## config.mk

```make
export PLATFORM = sky130hd
export DESIGN_NAME = btc_top
export DESIGN_NICKNAME = d
export VERILOG_FILES = /design/src/hdl/btc_pkg.sv /design/src/hdl/btc_pn_if.sv /design/src/hdl/btc_pn_gen.sv /design/src/hdl/btc_top.sv
export SDC_FILE = /design/constraint.sdc
export NUM_CORES = 1
export LEC_CHECK = 0
export BUFFER_PORTS_ARGS = -buffer_cell sky130_fd_sc_hd__buf_2
export CAP_MARGIN = 30
export CELL_PAD_IN_SITES_DETAIL_PLACEMENT = 1
export CELL_PAD_IN_SITES_GLOBAL_PLACEMENT = 1
export CORE_UTILIZATION = 37
export CTS_CLUSTER_DIAMETER = 120
export DETAILED_ROUTE_END_ITERATION = 8
export PLACE_DENSITY = 0.8
export SETUP_SLACK_MARGIN = 0.5
export SYNTH_ARGS = -nofsm -noshare
export SYNTH_HDL_FRONTEND = slang
export SYNTH_SLANG_ARGS = --single-unit
```

## constraint.sdc

```tcl
create_clock -name clk_i -period 2.5 [get_ports clk_i]
set_input_delay 0.125 -clock clk_i [delete_from_list [all_inputs] [get_ports clk_i]]
set_output_delay 0.125 -clock clk_i [all_outputs]
set_load 0.01 [all_outputs]
```

## src/hdl/btc_pkg.sv

```systemverilog
// Package: register map, field positions and reset values of the test and weights config block
// What this block does
// RULE1: Test mode seven source: Barker or I/Q.
// RULE2: Bit six forces high rate operation.
// RULE3: Length counter counts bits, resets receiver.
// RULE4: Test bus tristated and used as input.
// RULE5: Spreading omitted at low rates.
// RULE6: Scrambler disabled by zeroing feedback taps.
// RULE7: Two noise generators, held initialised while disabled.
// RULE8: Software writes enable zero before one.
// RULE9: Coherent gain control disable bit.
// RULE10: Service bit detection or forced locked tracking.
// RULE11: Auto locked tracking needs both bits set.
// RULE12: DC offset compensation enabled when clear.
// RULE13: Converter bypass takes I/Q from test bus.
// RULE14: Time tracking disable overrides tracking mode.
// RULE15: Loopback bypasses converters, serial pin locks.
// RULE16: Noise output routed to test bus bits.
// RULE17: Eight bit test bus select register.
// RULE18: Energy threshold relative or absolute.
// RULE19: Energy detect when strength exceeds threshold; absolute mode compares only strength bits 6:0.
// RULE20: Default or calculated matched filter weights.
// RULE21: Force bits override weight selection.
// RULE22: Software never sets both force bits.
// RULE23: Threshold field widths four and five bits.
// RULE24: Unused bits stored, software writes zero.
package btc_pkg;
	localparam int unsigned NREG = 8;
	localparam logic [7:0] IDX_TEST_ONE = 8'h40;
	localparam logic [7:0] IDX_TEST_TWO = 8'h42;
	localparam logic [7:0] IDX_TB_SEL = 8'h44;
	localparam logic [7:0] IDX_ENERGY_THR = 8'h46;
	localparam logic [7:0] IDX_DS_THR = 8'h48;
	localparam logic [7:0] IDX_TONE_THR = 8'h4a;
	localparam logic [7:0] IDX_SNR_ONE = 8'h4c;
	localparam logic [7:0] IDX_SNR_TWO = 8'h4e;
	// Byte address is four times the printed index
	localparam logic [11:0] REG_ADR [NREG] = '{
		{2'b00, IDX_TEST_ONE, 2'b00}, {2'b00, IDX_TEST_TWO, 2'b00},
		{2'b00, IDX_TB_SEL, 2'b00}, {2'b00, IDX_ENERGY_THR, 2'b00},
		{2'b00, IDX_DS_THR, 2'b00}, {2'b00, IDX_TONE_THR, 2'b00},
		{2'b00, IDX_SNR_ONE, 2'b00}, {2'b00, IDX_SNR_TWO, 2'b00}};
	localparam int unsigned R_TM1 = 0;
	localparam int unsigned R_TM2 = 1;
	localparam int unsigned R_TBS = 2;
	localparam int unsigned R_ENERGY = 3;
	localparam int unsigned R_DS = 4;
	localparam int unsigned R_TONE = 5;
	localparam int unsigned R_SNR1 = 6;
	localparam int unsigned R_SNR2 = 7;
	localparam logic [7:0] REG_RST = 8'h00;
	// Test modes one
	localparam int unsigned TM1_DAC7 = 7;
	localparam int unsigned TM1_HIRATE = 6;
	localparam int unsigned TM1_LENCNT = 5;
	localparam int unsigned TM1_TBIN = 4;
	localparam int unsigned TM1_NOSPREAD = 3;
	localparam int unsigned TM1_NOSCR = 2;
	localparam int unsigned TM1_NOISE_FAST = 1;
	localparam int unsigned TM1_NOISE_SLOW = 0;
	// Test modes two
	localparam int unsigned TM2_NOCGC = 7;
	localparam int unsigned TM2_FORCELOCK = 6;
	localparam int unsigned TM2_NODC = 5;
	localparam int unsigned TM2_ADCBYP = 4;
	localparam int unsigned TM2_NOTRACK = 3;
	localparam int unsigned TM2_LOOP = 2;
	localparam int unsigned TM2_NOISE_LO = 1;
	localparam int unsigned TM2_NOISE_HI = 0;
	localparam int unsigned ENERGY_ABS = 7;
	localparam int unsigned TONE_FDEF = 6;
	localparam int unsigned TONE_FCALC = 5;
	localparam int unsigned SVC_LOCK_BIT = 2;
	localparam int unsigned NOISE_W = 7;
	localparam logic [6:0] NOISE_SEED = 7'h7f;
	localparam logic [1:0] RESP_OKAY = 2'b00;
	localparam logic [1:0] RESP_SLVERR = 2'b10;
	typedef enum logic [1:0] {WR_IDLE = 2'b01, WR_RESP = 2'b10} btc_wr_e;
endpackage

```

## src/hdl/btc_pn_if.sv

```systemverilog
// Interface: control and output of one pseudo-noise generator
`timescale 1ns/100ps
interface btc_noise_if;
	logic enable;
	logic step;
	logic [btc_pkg::NOISE_W-1:0] word;
	modport gen (input enable, input step, output word);
	modport ctl (output enable, output step, input word);
endinterface

```

## src/hdl/btc_pn_gen.sv

```systemverilog
// Pseudo-noise generator, a seven bit linear feedback shift register
`timescale 1ns/100ps
module btc_noise_gen (
	input wire logic clk_i,
	input wire logic srst_i,
	btc_noise_if.gen ng
);
	always_ff @(posedge clk_i) begin
		if (srst_i || !ng.enable) begin
			ng.word <= btc_pkg::NOISE_SEED; // RULE7
		end else if (ng.step) begin
			ng.word <= {ng.word[5:0], ng.word[6] ^ ng.word[5]};
		end
	end
endmodule

```

## src/hdl/btc_top.sv

```systemverilog
// Test mode and matched filter weight configuration registers with AXI4-Lite access
`timescale 1ns/100ps
module btc_top (
	input wire logic clk_i,
	input wire logic srst_i,
	input wire logic [11:0] s_axi_awaddr_i,
	input wire logic s_axi_awvalid_i,
	output logic s_axi_awready_o,
	input wire logic [31:0] s_axi_wdata_i,
	input wire logic [3:0] s_axi_wstrb_i,
	input wire logic s_axi_wvalid_i,
	output logic s_axi_wready_o,
	output logic [1:0] s_axi_bresp_o,
	output logic s_axi_bvalid_o,
	input wire logic s_axi_bready_i,
	input wire logic [11:0] s_axi_araddr_i,
	input wire logic s_axi_arvalid_i,
	output logic s_axi_arready_o,
	output logic [31:0] s_axi_rdata_o,
	output logic [1:0] s_axi_rresp_o,
	output logic s_axi_rvalid_o,
	input wire logic s_axi_rready_i,
	input wire logic [7:0] test_bus_input_i,
	output logic [7:0] test_bus_o,
	output logic test_bus_oe_o,
	input wire logic [7:0] test_probe_i,
	input wire logic serial_data_in_pin_i,
	input wire logic acq_lock_i,
	input wire logic [5:0] adc_i_i,
	input wire logic [5:0] adc_q_i,
	input wire logic [5:0] loop_i_i,
	input wire logic [5:0] loop_q_i,
	input wire logic [7:0] rx_service_i,
	input wire logic config_reg_six_lock_i,
	input wire logic [7:0] rssi_i,
	input wire logic [7:0] noise_floor_i,
	input wire logic continuous_wave_tone_i,
	input wire logic [4:0] delay_spread_i,
	output logic dac_test7_iq_o,
	output logic force_high_rate_o,
	output logic length_counts_bits_o,
	output logic rx_reset_o,
	output logic spread_bypass_o,
	output logic scrambler_taps_zero_o,
	output logic coherent_gain_off_o,
	output logic dc_comp_en_o,
	output logic locked_time_track_o,
	output logic time_track_off_o,
	output logic loopback_o,
	output logic [5:0] rx_i_o,
	output logic [5:0] rx_q_o,
	output logic acq_lock_o,
	output logic [7:0] test_bus_select_o,
	output logic energy_detect_o,
	output logic use_default_weights_o
);
	logic [7:0] regs_ff [btc_pkg::NREG];
	btc_pkg::btc_wr_e wr_st_ff;
	logic aw_full_ff, w_full_ff;
	logic [11:0] aw_addr_ff;
	logic [7:0] w_data_ff;
	logic w_lane0_ff;
	logic aw_take, w_take, ar_take, commit;
	logic nxt_aw_full, nxt_w_full, nxt_rvalid;
	logic [3:0] wr_dec, rd_dec;
	logic [7:0] tb_s1_ff, tb_s2_ff, tb_s3_ff, tb_in_ff;
	logic ser_s1_ff, ser_s2_ff, ser_s3_ff, ser_ff;
	logic lencnt_prev_ff;
	logic slow_tick_ff;
	logic [7:0] tm1, tm2, tone;
	logic auto_default;

	// Address decode: bit 3 is hit, bits 2:0 the register number
	function automatic logic [3:0] reg_decode(input logic [11:0] adr);
		logic [3:0] res;
		res = 4'h0;
		for (int k = 0; k < btc_pkg::NREG; k++) begin
			if (adr == btc_pkg::REG_ADR[k]) begin
				res = {1'b1, 3'(k)};
			end
		end
		return res;
	endfunction

	// Threshold plus noise floor without overflow
	function automatic logic [8:0] add_floor(input logic [7:0] thr, input logic [7:0] flr);
		return {1'b0, thr} + {1'b0, flr};
	endfunction

	assign tm1 = regs_ff[btc_pkg::R_TM1];
	assign tm2 = regs_ff[btc_pkg::R_TM2];
	assign tone = regs_ff[btc_pkg::R_TONE];
	assign aw_take = s_axi_awvalid_i & s_axi_awready_o;
	assign w_take = s_axi_wvalid_i & s_axi_wready_o;
	assign ar_take = s_axi_arvalid_i & s_axi_arready_o;
	assign commit = (wr_st_ff == btc_pkg::WR_IDLE) & aw_full_ff & w_full_ff;
	assign nxt_aw_full = commit ? 1'b0 : (aw_full_ff | aw_take);
	assign nxt_w_full = commit ? 1'b0 : (w_full_ff | w_take);
	assign nxt_rvalid = ar_take | (s_axi_rvalid_o & ~s_axi_rready_i);
	assign wr_dec = reg_decode(aw_addr_ff);
	assign rd_dec = reg_decode(s_axi_araddr_i);

	// Write address and data are accepted independently, in either order
	always_ff @(posedge clk_i) begin
		if (srst_i) begin
			aw_full_ff <= 1'b0;
			w_full_ff <= 1'b0;
			s_axi_awready_o <= 1'b0;
			s_axi_wready_o <= 1'b0;
			aw_addr_ff <= 12'h000;
			w_data_ff <= 8'h00;
			w_lane0_ff <= 1'b0;
		end else begin
			aw_full_ff <= nxt_aw_full;
			w_full_ff <= nxt_w_full;
			s_axi_awready_o <= ~nxt_aw_full;
			s_axi_wready_o <= ~nxt_w_full;
			if (aw_take) begin
				aw_addr_ff <= s_axi_awaddr_i;
			end
			if (w_take) begin
				w_data_ff <= s_axi_wdata_i[7:0];
				w_lane0_ff <= s_axi_wstrb_i[0];
			end
		end
	end

	always_ff @(posedge clk_i) begin
		if (srst_i) begin
			wr_st_ff <= btc_pkg::WR_IDLE;
			s_axi_bvalid_o <= 1'b0;
			s_axi_bresp_o <= btc_pkg::RESP_OKAY;
		end else begin
			case (wr_st_ff)
				btc_pkg::WR_IDLE: begin
					if (commit) begin
						s_axi_bvalid_o <= 1'b1;
						s_axi_bresp_o <= wr_dec[3] ? btc_pkg::RESP_OKAY : btc_pkg::RESP_SLVERR;
						wr_st_ff <= btc_pkg::WR_RESP;
					end
				end
				btc_pkg::WR_RESP: begin
					if (s_axi_bready_i) begin
						s_axi_bvalid_o <= 1'b0;
						wr_st_ff <= btc_pkg::WR_IDLE;
					end
				end
				default: begin
					s_axi_bvalid_o <= 1'b0;
					wr_st_ff <= btc_pkg::WR_IDLE;
				end
			endcase
		end
	end

	// All eight bits are stored, unused ones included
	always_ff @(posedge clk_i) begin
		if (srst_i) begin
			for (int k = 0; k < btc_pkg::NREG; k++) begin
				regs_ff[k] <= btc_pkg::REG_RST;
			end
		end else if (commit && wr_dec[3] && w_lane0_ff) begin
			regs_ff[wr_dec[2:0]] <= w_data_ff; // RULE24 RULE17 RULE23
		end
	end

	// Read answer one cycle after the address is taken
	always_ff @(posedge clk_i) begin
		if (srst_i) begin
			s_axi_arready_o <= 1'b0;
			s_axi_rvalid_o <= 1'b0;
			s_axi_rdata_o <= 32'h0000_0000;
			s_axi_rresp_o <= btc_pkg::RESP_OKAY;
		end else begin
			s_axi_arready_o <= ~nxt_rvalid;
			s_axi_rvalid_o <= nxt_rvalid;
			if (ar_take) begin
				s_axi_rdata_o <= rd_dec[3] ? {24'h00_0000, regs_ff[rd_dec[2:0]]} : 32'h0000_0000;
				s_axi_rresp_o <= rd_dec[3] ? btc_pkg::RESP_OKAY : btc_pkg::RESP_SLVERR;
			end
		end
	end

	// Pin synchronisers: a change counts once stages two and three agree
	always_ff @(posedge clk_i) begin
		if (srst_i) begin
			tb_s1_ff <= 8'h00;
			tb_s2_ff <= 8'h00;
			tb_s3_ff <= 8'h00;
			tb_in_ff <= 8'h00;
			ser_s1_ff <= 1'b0;
			ser_s2_ff <= 1'b0;
			ser_s3_ff <= 1'b0;
			ser_ff <= 1'b0;
		end else begin
			tb_s1_ff <= test_bus_input_i;
			tb_s2_ff <= tb_s1_ff;
			tb_s3_ff <= tb_s2_ff;
			for (int k = 0; k < 8; k++) begin
				if (tb_s2_ff[k] == tb_s3_ff[k]) begin
					tb_in_ff[k] <= tb_s3_ff[k];
				end
			end
			ser_s1_ff <= serial_data_in_pin_i;
			ser_s2_ff <= ser_s1_ff;
			ser_s3_ff <= ser_s2_ff;
			if (ser_s2_ff == ser_s3_ff) begin
				ser_ff <= ser_s3_ff;
			end
		end
	end

	// Noise generators: index 0 on the fast receive rate, index 1 at half that rate
	btc_noise_if noise_if [2] ();
	always_ff @(posedge clk_i) begin
		if (srst_i) begin
			slow_tick_ff <= 1'b0;
		end else begin
			slow_tick_ff <= ~slow_tick_ff;
		end
	end
	assign noise_if[0].enable = tm1[btc_pkg::TM1_NOISE_FAST]; // RULE7 RULE8
	assign noise_if[0].step = 1'b1;
	assign noise_if[1].enable = tm1[btc_pkg::TM1_NOISE_SLOW]; // RULE7 RULE8
	assign noise_if[1].step = slow_tick_ff;
	generate
		for (genvar g = 0; g < 2; g++) begin : g_noise
			btc_noise_gen u_noise (
				.clk_i(clk_i),
				.srst_i(srst_i),
				.ng(noise_if[g])
			);
		end
	endgenerate

	// Plain mode bits
	always_ff @(posedge clk_i) begin
		if (srst_i) begin
			dac_test7_iq_o <= 1'b0;
			force_high_rate_o <= 1'b0;
			length_counts_bits_o <= 1'b0;
			spread_bypass_o <= 1'b0;
			scrambler_taps_zero_o <= 1'b0;
			coherent_gain_off_o <= 1'b0;
			dc_comp_en_o <= 1'b1;
			loopback_o <= 1'b0;
			test_bus_select_o <= 8'h00;
		end else begin
			dac_test7_iq_o <= tm1[btc_pkg::TM1_DAC7]; // RULE1
			force_high_rate_o <= tm1[btc_pkg::TM1_HIRATE]; // RULE2
			length_counts_bits_o <= tm1[btc_pkg::TM1_LENCNT]; // RULE3
			spread_bypass_o <= tm1[btc_pkg::TM1_NOSPREAD]; // RULE5
			scrambler_taps_zero_o <= tm1[btc_pkg::TM1_NOSCR]; // RULE6
			coherent_gain_off_o <= tm2[btc_pkg::TM2_NOCGC]; // RULE9
			dc_comp_en_o <= ~tm2[btc_pkg::TM2_NODC]; // RULE12
			loopback_o <= tm2[btc_pkg::TM2_LOOP]; // RULE15
			test_bus_select_o <= regs_ff[btc_pkg::R_TBS]; // RULE17
		end
	end

	// One-cycle receiver reset when bit counting is switched on
	always_ff @(posedge clk_i) begin
		if (srst_i) begin
			lencnt_prev_ff <= 1'b0;
			rx_reset_o <= 1'b0;
		end else begin
			lencnt_prev_ff <= tm1[btc_pkg::TM1_LENCNT];
			rx_reset_o <= tm1[btc_pkg::TM1_LENCNT] & ~lencnt_prev_ff; // RULE3
		end
	end

	// Time tracking: disable wins over forced lock, else automatic detection
	always_ff @(posedge clk_i) begin
		if (srst_i) begin
			locked_time_track_o <= 1'b0;
			time_track_off_o <= 1'b0;
		end else begin
			time_track_off_o <= tm2[btc_pkg::TM2_NOTRACK]; // RULE14
			if (tm2[btc_pkg::TM2_NOTRACK]) begin
				locked_time_track_o <= 1'b0; // RULE14
			end else if (tm2[btc_pkg::TM2_FORCELOCK]) begin
				locked_time_track_o <= 1'b1; // RULE10
			end else begin
				locked_time_track_o <= rx_service_i[btc_pkg::SVC_LOCK_BIT]
					& config_reg_six_lock_i; // RULE11
			end
		end
	end

	// Receive sample source and acquisition lock; loopback ignores converters
	always_ff @(posedge clk_i) begin
		if (srst_i) begin
			rx_i_o <= 6'h00;
			rx_q_o <= 6'h00;
			acq_lock_o <= 1'b0;
		end else begin
			if (tm2[btc_pkg::TM2_LOOP]) begin
				rx_i_o <= loop_i_i; // RULE15
				rx_q_o <= loop_q_i;
				acq_lock_o <= ser_ff; // RULE15
			end else if (tm2[btc_pkg::TM2_ADCBYP]) begin
				rx_i_o <= {tb_in_ff[3:0], 2'b00}; // RULE13
				rx_q_o <= {tb_in_ff[7:4], 2'b00}; // RULE13
				acq_lock_o <= acq_lock_i;
			end else begin
				rx_i_o <= adc_i_i;
				rx_q_o <= adc_q_i;
				acq_lock_o <= acq_lock_i;
			end
		end
	end

	// Test bus drive with optional noise overlay
	always_ff @(posedge clk_i) begin
		if (srst_i) begin
			test_bus_o <= 8'h00;
			test_bus_oe_o <= 1'b0;
		end else begin
			test_bus_oe_o <= ~tm1[btc_pkg::TM1_TBIN]; // RULE4
			test_bus_o[2:0] <= tm2[btc_pkg::TM2_NOISE_LO] ? noise_if[0].word[2:0]
				: test_probe_i[2:0]; // RULE16
			test_bus_o[7:3] <= tm2[btc_pkg::TM2_NOISE_HI] ? noise_if[1].word[4:0]
				: test_probe_i[7:3]; // RULE16
		end
	end

	// Matched filter weight choice
	always_comb begin
		auto_default = (continuous_wave_tone_i && ({1'b0, rssi_i}
			< add_floor({3'b000, tone[4:0]}, noise_floor_i)))
			|| (!continuous_wave_tone_i && ({1'b0, rssi_i}
			< add_floor({4'h0, regs_ff[btc_pkg::R_SNR1][3:0]}, noise_floor_i)))
			|| (!continuous_wave_tone_i
			&& (delay_spread_i < regs_ff[btc_pkg::R_DS][4:0])
			&& ({1'b0, rssi_i}
			< add_floor({3'b000, regs_ff[btc_pkg::R_SNR2][4:0]}, noise_floor_i))); // RULE20 RULE23
	end

	always_ff @(posedge clk_i) begin
		if (srst_i) begin
			use_default_weights_o <= 1'b0;
			energy_detect_o <= 1'b0;
		end else begin
			// Both force bits set is undefined; default then wins
			use_default_weights_o <= tone[btc_pkg::TONE_FDEF]
				| (~tone[btc_pkg::TONE_FCALC] & auto_default); // RULE21 RULE22
			if (regs_ff[btc_pkg::R_ENERGY][btc_pkg::ENERGY_ABS]) begin
				energy_detect_o <= rssi_i[6:0] > regs_ff[btc_pkg::R_ENERGY][6:0]; // RULE18 RULE19
			end else begin
				energy_detect_o <= {1'b0, rssi_i} > add_floor({1'b0,
					regs_ff[btc_pkg::R_ENERGY][6:0]}, noise_floor_i); // RULE18 RULE19
			end
		end
	end
endmodule

```

== After elaboration in Yosys (flattened, before gate mapping) ==
Memory sizes are Yosys's and may differ from the RTL's. A register that Yosys moved wholly into a read port is not among the register bits.
Index checks and enable logic that the tools add are counted.
Cells by class
  bitwise gates (word level): 24
  eq/ne operators: 29
  reduce and logical (&&, ||, !) cells: 17
  $lt $le $gt $ge: 6
  $add $sub $neg: 4
  muxes and demuxes: 44
Operators by type and width (number)
  $eq 12x9->1 const B: 16
  $mux 4: 16
  $lt 8x9->1: 3
  $mux 6: 4
  $add 5x8->9: 2
  $mux 8: 2
  $mux 1: 13
  $add 4x8->9: 1
  $add 7x8->9: 1
  $and 1x1->1: 9
  $eq 1x1->1: 9
  $gt 8x9->1: 1
  $not 1->1: 9
  $mux 2: 4
  $reduce_or 8->1: 1
  $gt 7x7->1: 1
  $logic_and 1x1->1: 6
  $mux 3: 2
  $lt 5x5->1: 1
  $mux 5: 1
  $logic_or 1x1->1: 4
  $ne 2x2->1 const B: 2
  $or 1x1->1: 4
  $pmux 2 s2: 1
  7 further kinds: 11
Storage, ports and cells
  RAM bits: 64
  output and inout port bits: 84
  flip-flop bits (word level): 152
  word-level logic and storage cells: 175
  memories: 1
  input bits: 140
Memory list
  regs_ff: depth 8, bits a word 8, read ports 9, clocked after memory_dff 1, write ports 8, RTL line btc_top.sv:57  | logic [7:0] regs_ff [btc_pkg::NREG];

== Depth between registers and ports, before layout ==
  word-level depth: 16
  depth in mapped cells: 14

== Cells and area by module ==
From an unflattened synthesis, not the netlist that was laid out.
Second synthesis, totals
  cell total of the unflattened synthesis: 932
  area, all modules: 9447.8 um2
Modules (own cells, without submodules)
  btc_top: cells each 882, area each 8867.3 um2, instances 1
  btc_noise_gen: cells each 25, area each 290.3 um2, instances 2

== Least setup slack after synthesis ==
OpenSTA, ideal clock, no wires.
  kind: register to register
  start point: mem regs_ff[7][0]
  end point: reg use_default_weights_o
  data arrival time: 2.693 ns
  setup time: 0.101 ns
  buffers on the path: 0
  cell stages (with the launch flop): 15
  setup slack: -0.294 ns
  clock period less this slack: 2.794 ns
  data required time: 2.399 ns
  cell sequence: edfxtp_1 -> ha_1 -> inv_1 -> fa_1 -> nor2b_1 -> o31a_1 -> o21ai_0 -> xor2_1 -> ha_1 -> a211oi_1 -> and3_1 -> o21ai_0 -> a31oi_1 -> nor3_1 -> o41ai_1
RTL lines
  from (decl): RTL line btc_top.sv:57
  to (signal assigned): RTL line btc_top.sv:345  | use_default_weights_o <= tone[btc_pkg::TONE_FDEF]
  to (decl): RTL line btc_top.sv:55  | output logic use_default_weights_o

==> flow_metrics.env <==
export IMPL_via_per_inst=5.02
export IMPL_cts_tree="built"
export IMPL_avgSynthCellArea_um2=9.88
export IMPL_min_period_ns=2.87
export IMPL_gp_congestion=0.825
export IMPL_synth_edf_count=64
export IMPL_detailed_place_hpwl_um=19900
export IMPL_rsz0062_at_grt="yes"
export IMPL_drt_total_wl_um=28000
export IMPL_fin_crit_sh_pct=115
export IMPL_clock_root_buffer="clkbuf_16"
export IMPL_io_buffers=163
export IMPL_overflow=0
export IMPL_comb_power_share_pct=13.3
export IMPL_path_clk_slew_ns=0.09
export IMPL_fmax_ghz=0.348
export IMPL_arrival_ns=3.21
export IMPL_cts_sinks=197
export IMPL_start_util_pct=38.1
export IMPL_synthArstFlopShare_pct=0
export IMPL_leakagePower_nw=5.30
export IMPL_grt_max_degree=54
export IMPL_layout_nets=1417
export IMPL_grt_use_met2_pct=38.2
export IMPL_synth_flop_cell="dfxtp_1"
export IMPL_final_layout_size_suffix_gt1_share_pct=24.8
export IMPL_grt_busiest_layer="met2"
export IMPL_critPathCaptureType="flop"
export IMPL_clock_skew_ns=0.0114
export IMPL_setup_slack_ns=-0.371
export IMPL_maxSlewHeadroom_pct=50.4
export IMPL_max_slew_worst_pin_slew_ns=0.737
export IMPL_ys_types=60
export IMPL_wire_per_inst_um=18.1
export IMPL_path_buf_inv=1
export IMPL_htreeDepth=4
export IMPL_syn_inst=949
export IMPL_nFillCells=2792
export IMPL_dr_first_iter_drc_count=398
export IMPL_antenna_found_initial=1
export IMPL_post_route_util_pct=49.4
export IMPL_power_internal_w=0.00532
export IMPL_ff2ff_setup_slack_ns=-0.37
export IMPL_drt_pass1_iter_count=5
export IMPL_violations="setup timing"
export IMPL_run_status="complete, but fails checks"
export IMPL_gr_usage_all_layers_pct=21.7
export IMPL_swShare_pct=29.1
export IMPL_critPathMaxStageDelay_ns=0.37
export IMPL_max_cap_viol_count=0
export IMPL_numCtsBuffers=17
export IMPL_ys_warn_count=0
export IMPL_antenna_left=0
export IMPL_setup_viol=2
export IMPL_path_delay_family="compound AO/OA/AOI/OAI gates"
export IMPL_place_ws_ns=-0.567
export IMPL_drc=0
export IMPL_ios=224
export IMPL_crit_chain="ha_2 > inv_2 > fa_2 > nor2b_2 > o31a_1 > o21ai_2 > xor2_1 > ha_1 > a211oi_2 > and3_1 > o21ai_1 > a31oi_1 > nor3_2 > o41ai_2"
export IMPL_via_count=7785
export IMPL_insertion_delay_ns=0.44
export IMPL_p_switching_w=0.00218
export IMPL_die_x_um=161
export IMPL_syn_area_um2=9380
export IMPL_met1_usage_pct=26.5
export IMPL_cp_max_fo=2
export IMPL_irDropWorstVdd_mv=0.351
export IMPL_seq_power_share_pct=46.7
export IMPL_grt_pass1_wl_um=43400
export IMPL_core_area_um2=24600
export IMPL_ys_seq_area_share_pct=48.9
export IMPL_clockBufferDepth=2
export IMPL_grt_pass1_vias=8143
export IMPL_die_h_um=161
export IMPL_num_rows=57
export IMPL_hold_path_class="input port to flop"
export IMPL_dieArea_um2=26000
export IMPL_p_clk_share_pct=40.0
export IMPL_syn_to_final_growth_pct=29.7
export IMPL_critPathRequiredTime_ns=2.84
export IMPL_met3_usage_pct=3.44
export IMPL_synth_seq_cells=197
export IMPL_crit_slowest_cell="edfxtp_1"
export IMPL_hold_viol_final=0
export IMPL_start_kind="flop"
export IMPL_p_per_area_nw_per_um2=617
export IMPL_crit_type="flop to flop"
export IMPL_maxSlewViolCount=0
-- cell type report --
cell class              count  area, um^2  share of cell area [%]
diodes                      1        2.50                  0.0206
clock inverters            15         221                    1.82
repair buffers            282        1860                    15.3
multi-input cells         687        4570                    37.5
well taps                 324         405                    3.33
clock buffers              17         425                    3.50
flip-flops and latches    197        4580                    37.7
inverters                  27         101                   0.833
-- per-layer routing --
layer	vias up	wire length, um
li1	3757	-
met1	3771	12200
met2	208	14000
met3	49	1110
met4	0	742
met5	-	0
-- Yosys cell counts, drive strengths merged, types with 2 or more instances --
master | n | share of area, %
nor2 | 93 | 3.7
or2 | 11 | 0.73
dfxtp | 133 | 28
o21bai | 4 | 0.32
nand2b | 15 | 1.0
a22oi | 6 | 0.48
o22ai | 7 | 0.47
a21oi | 65 | 3.5
nor3 | 18 | 1.1
o21a | 7 | 0.56
o41ai | 2 | 0.19
buf | 38 | 2.7
ha | 61 | 8.1
o31ai | 4 | 0.32
xor2 | 13 | 1.2
a211oi | 7 | 0.56
o21ai | 32 | 1.7
and2 | 69 | 4.6
inv | 27 | 1.1
nand3 | 10 | 0.64
nand4 | 7 | 0.47
a211o | 4 | 0.37
clkbuf | 25 | 1.0
a21o | 7 | 0.56
nor4 | 6 | 0.79
nand2 | 78 | 3.1
a31oi | 11 | 0.73
mux2i | 28 | 3.0
fa | 4 | 0.85
nand3b | 2 | 0.29
and3 | 2 | 0.13
nor2b | 56 | 3.7
xnor2 | 10 | 0.93
edfxtp | 64 | 20
o221ai | 4 | 0.44
o2111ai | 2 | 0.19
o211ai | 5 | 0.40
-- timing repair --
item / CTS / global route
hold buffers: 57 / 0
endpoints found under the setup margin: 18 / 27
setup buffers: 4 / 4
endpoints found under the hold margin: 54 / 0
cloned: 0 / 0
resized for setup: 20 / 12
pin swaps: 5 / 6
-- metrics by stage --
step / cell area, um^2 / power [W] / setup TNS [ns] / hold WS (ns) / instances
global placement: 10800 / 0.00440 / -0.457 / 0.333 / 1452
floorplan: 9500 / 0.00409 / -0.138 / 0.253 / 974
finish: 12200 / 0.00751 / -0.485 / 0.00573 / 1550
detailed placement: 10800 / 0.00445 / -0.751 / 0.344 / 1452
global route: 12200 / 0.00782 / -0.817 / 0.0104 / 1550
CTS: 12100 / 0.00753 / -0.461 / 0.00387 / 1545
-- layout by cell type (no fill, tap or decap), drive strengths merged, types with 15 or more instances in the layout --
cell type,n
and2,69
conb,26
buf,225
clkbuf,17
dlygate4sd3,57
o21ai,32
dfxtp,133
nor2b,56
nand2,78
inv,41
nor2,93
a21oi,65
nand2b,15
edfxtp,64
nor3,18
mux2i,28
ha,61
-- worst min-delay path, stage by stage --
cell	delay [ns]
buf_2	0.08
a21oi_1	0.07
nor3_1	0.12
-- sequential cells by signal, indices dropped and copies added (netlist names), 6 cells and up --
name and count:
aw_addr_ff 12, g_noise.u_noise.ng.word 14, regs_ff 64, rx_i_o 6, rx_q_o 6, s_axi_rdata_o 8
tb_in_ff 8, tb_s1_ff 8, tb_s2_ff 8, tb_s3_ff 8, test_bus_o 8, test_bus_select_o 8
w_data_ff 8
-- power by group through the flow --
stage	clock network (W)	registers, W	logic [W]
final	0.00300	0.00350	0.00100
after global routing	0.00320	0.00352	0.00111
after CTS	0.00306	0.00350	0.000973
after detailed placement	0	0.00358	0.000872
after global placement	0	0.00357	0.000830
after floorplan	0	0.00355	0.000541
-- worst paths after layout --
path,from,endpoint,depth (start not counted)
hold / removal,rx_service_i[2],locked_time_track_o,3
setup / recovery,regs_ff[7][0],use_default_weights_o,14
hold reg to reg,lencnt_prev_ff,rx_reset_o,1
setup reg to reg,regs_ff[7][0],use_default_weights_o,14
-- kinds of logic (layout without fill, tap and decap cells) --
family | count (synthesis) | after routing | share of synthesized area, %
AO/OA/AOI/OAI | 173 | 173 | 11.4
XOR/XNOR | 23 | 23 | 2.15
adder cells (fa/ha/maj) | 65 | 65 | 8.99
buffers and inverters | 90 | 341 | 4.80
flip-flops | 197 | 197 | 48.9
multiplexers | 28 | 28 | 2.99
other | 1 | 27 | 0.0400
AND/OR/NAND/NOR | 372 | 372 | 20.8
Power figures use the tool's default switching activity.
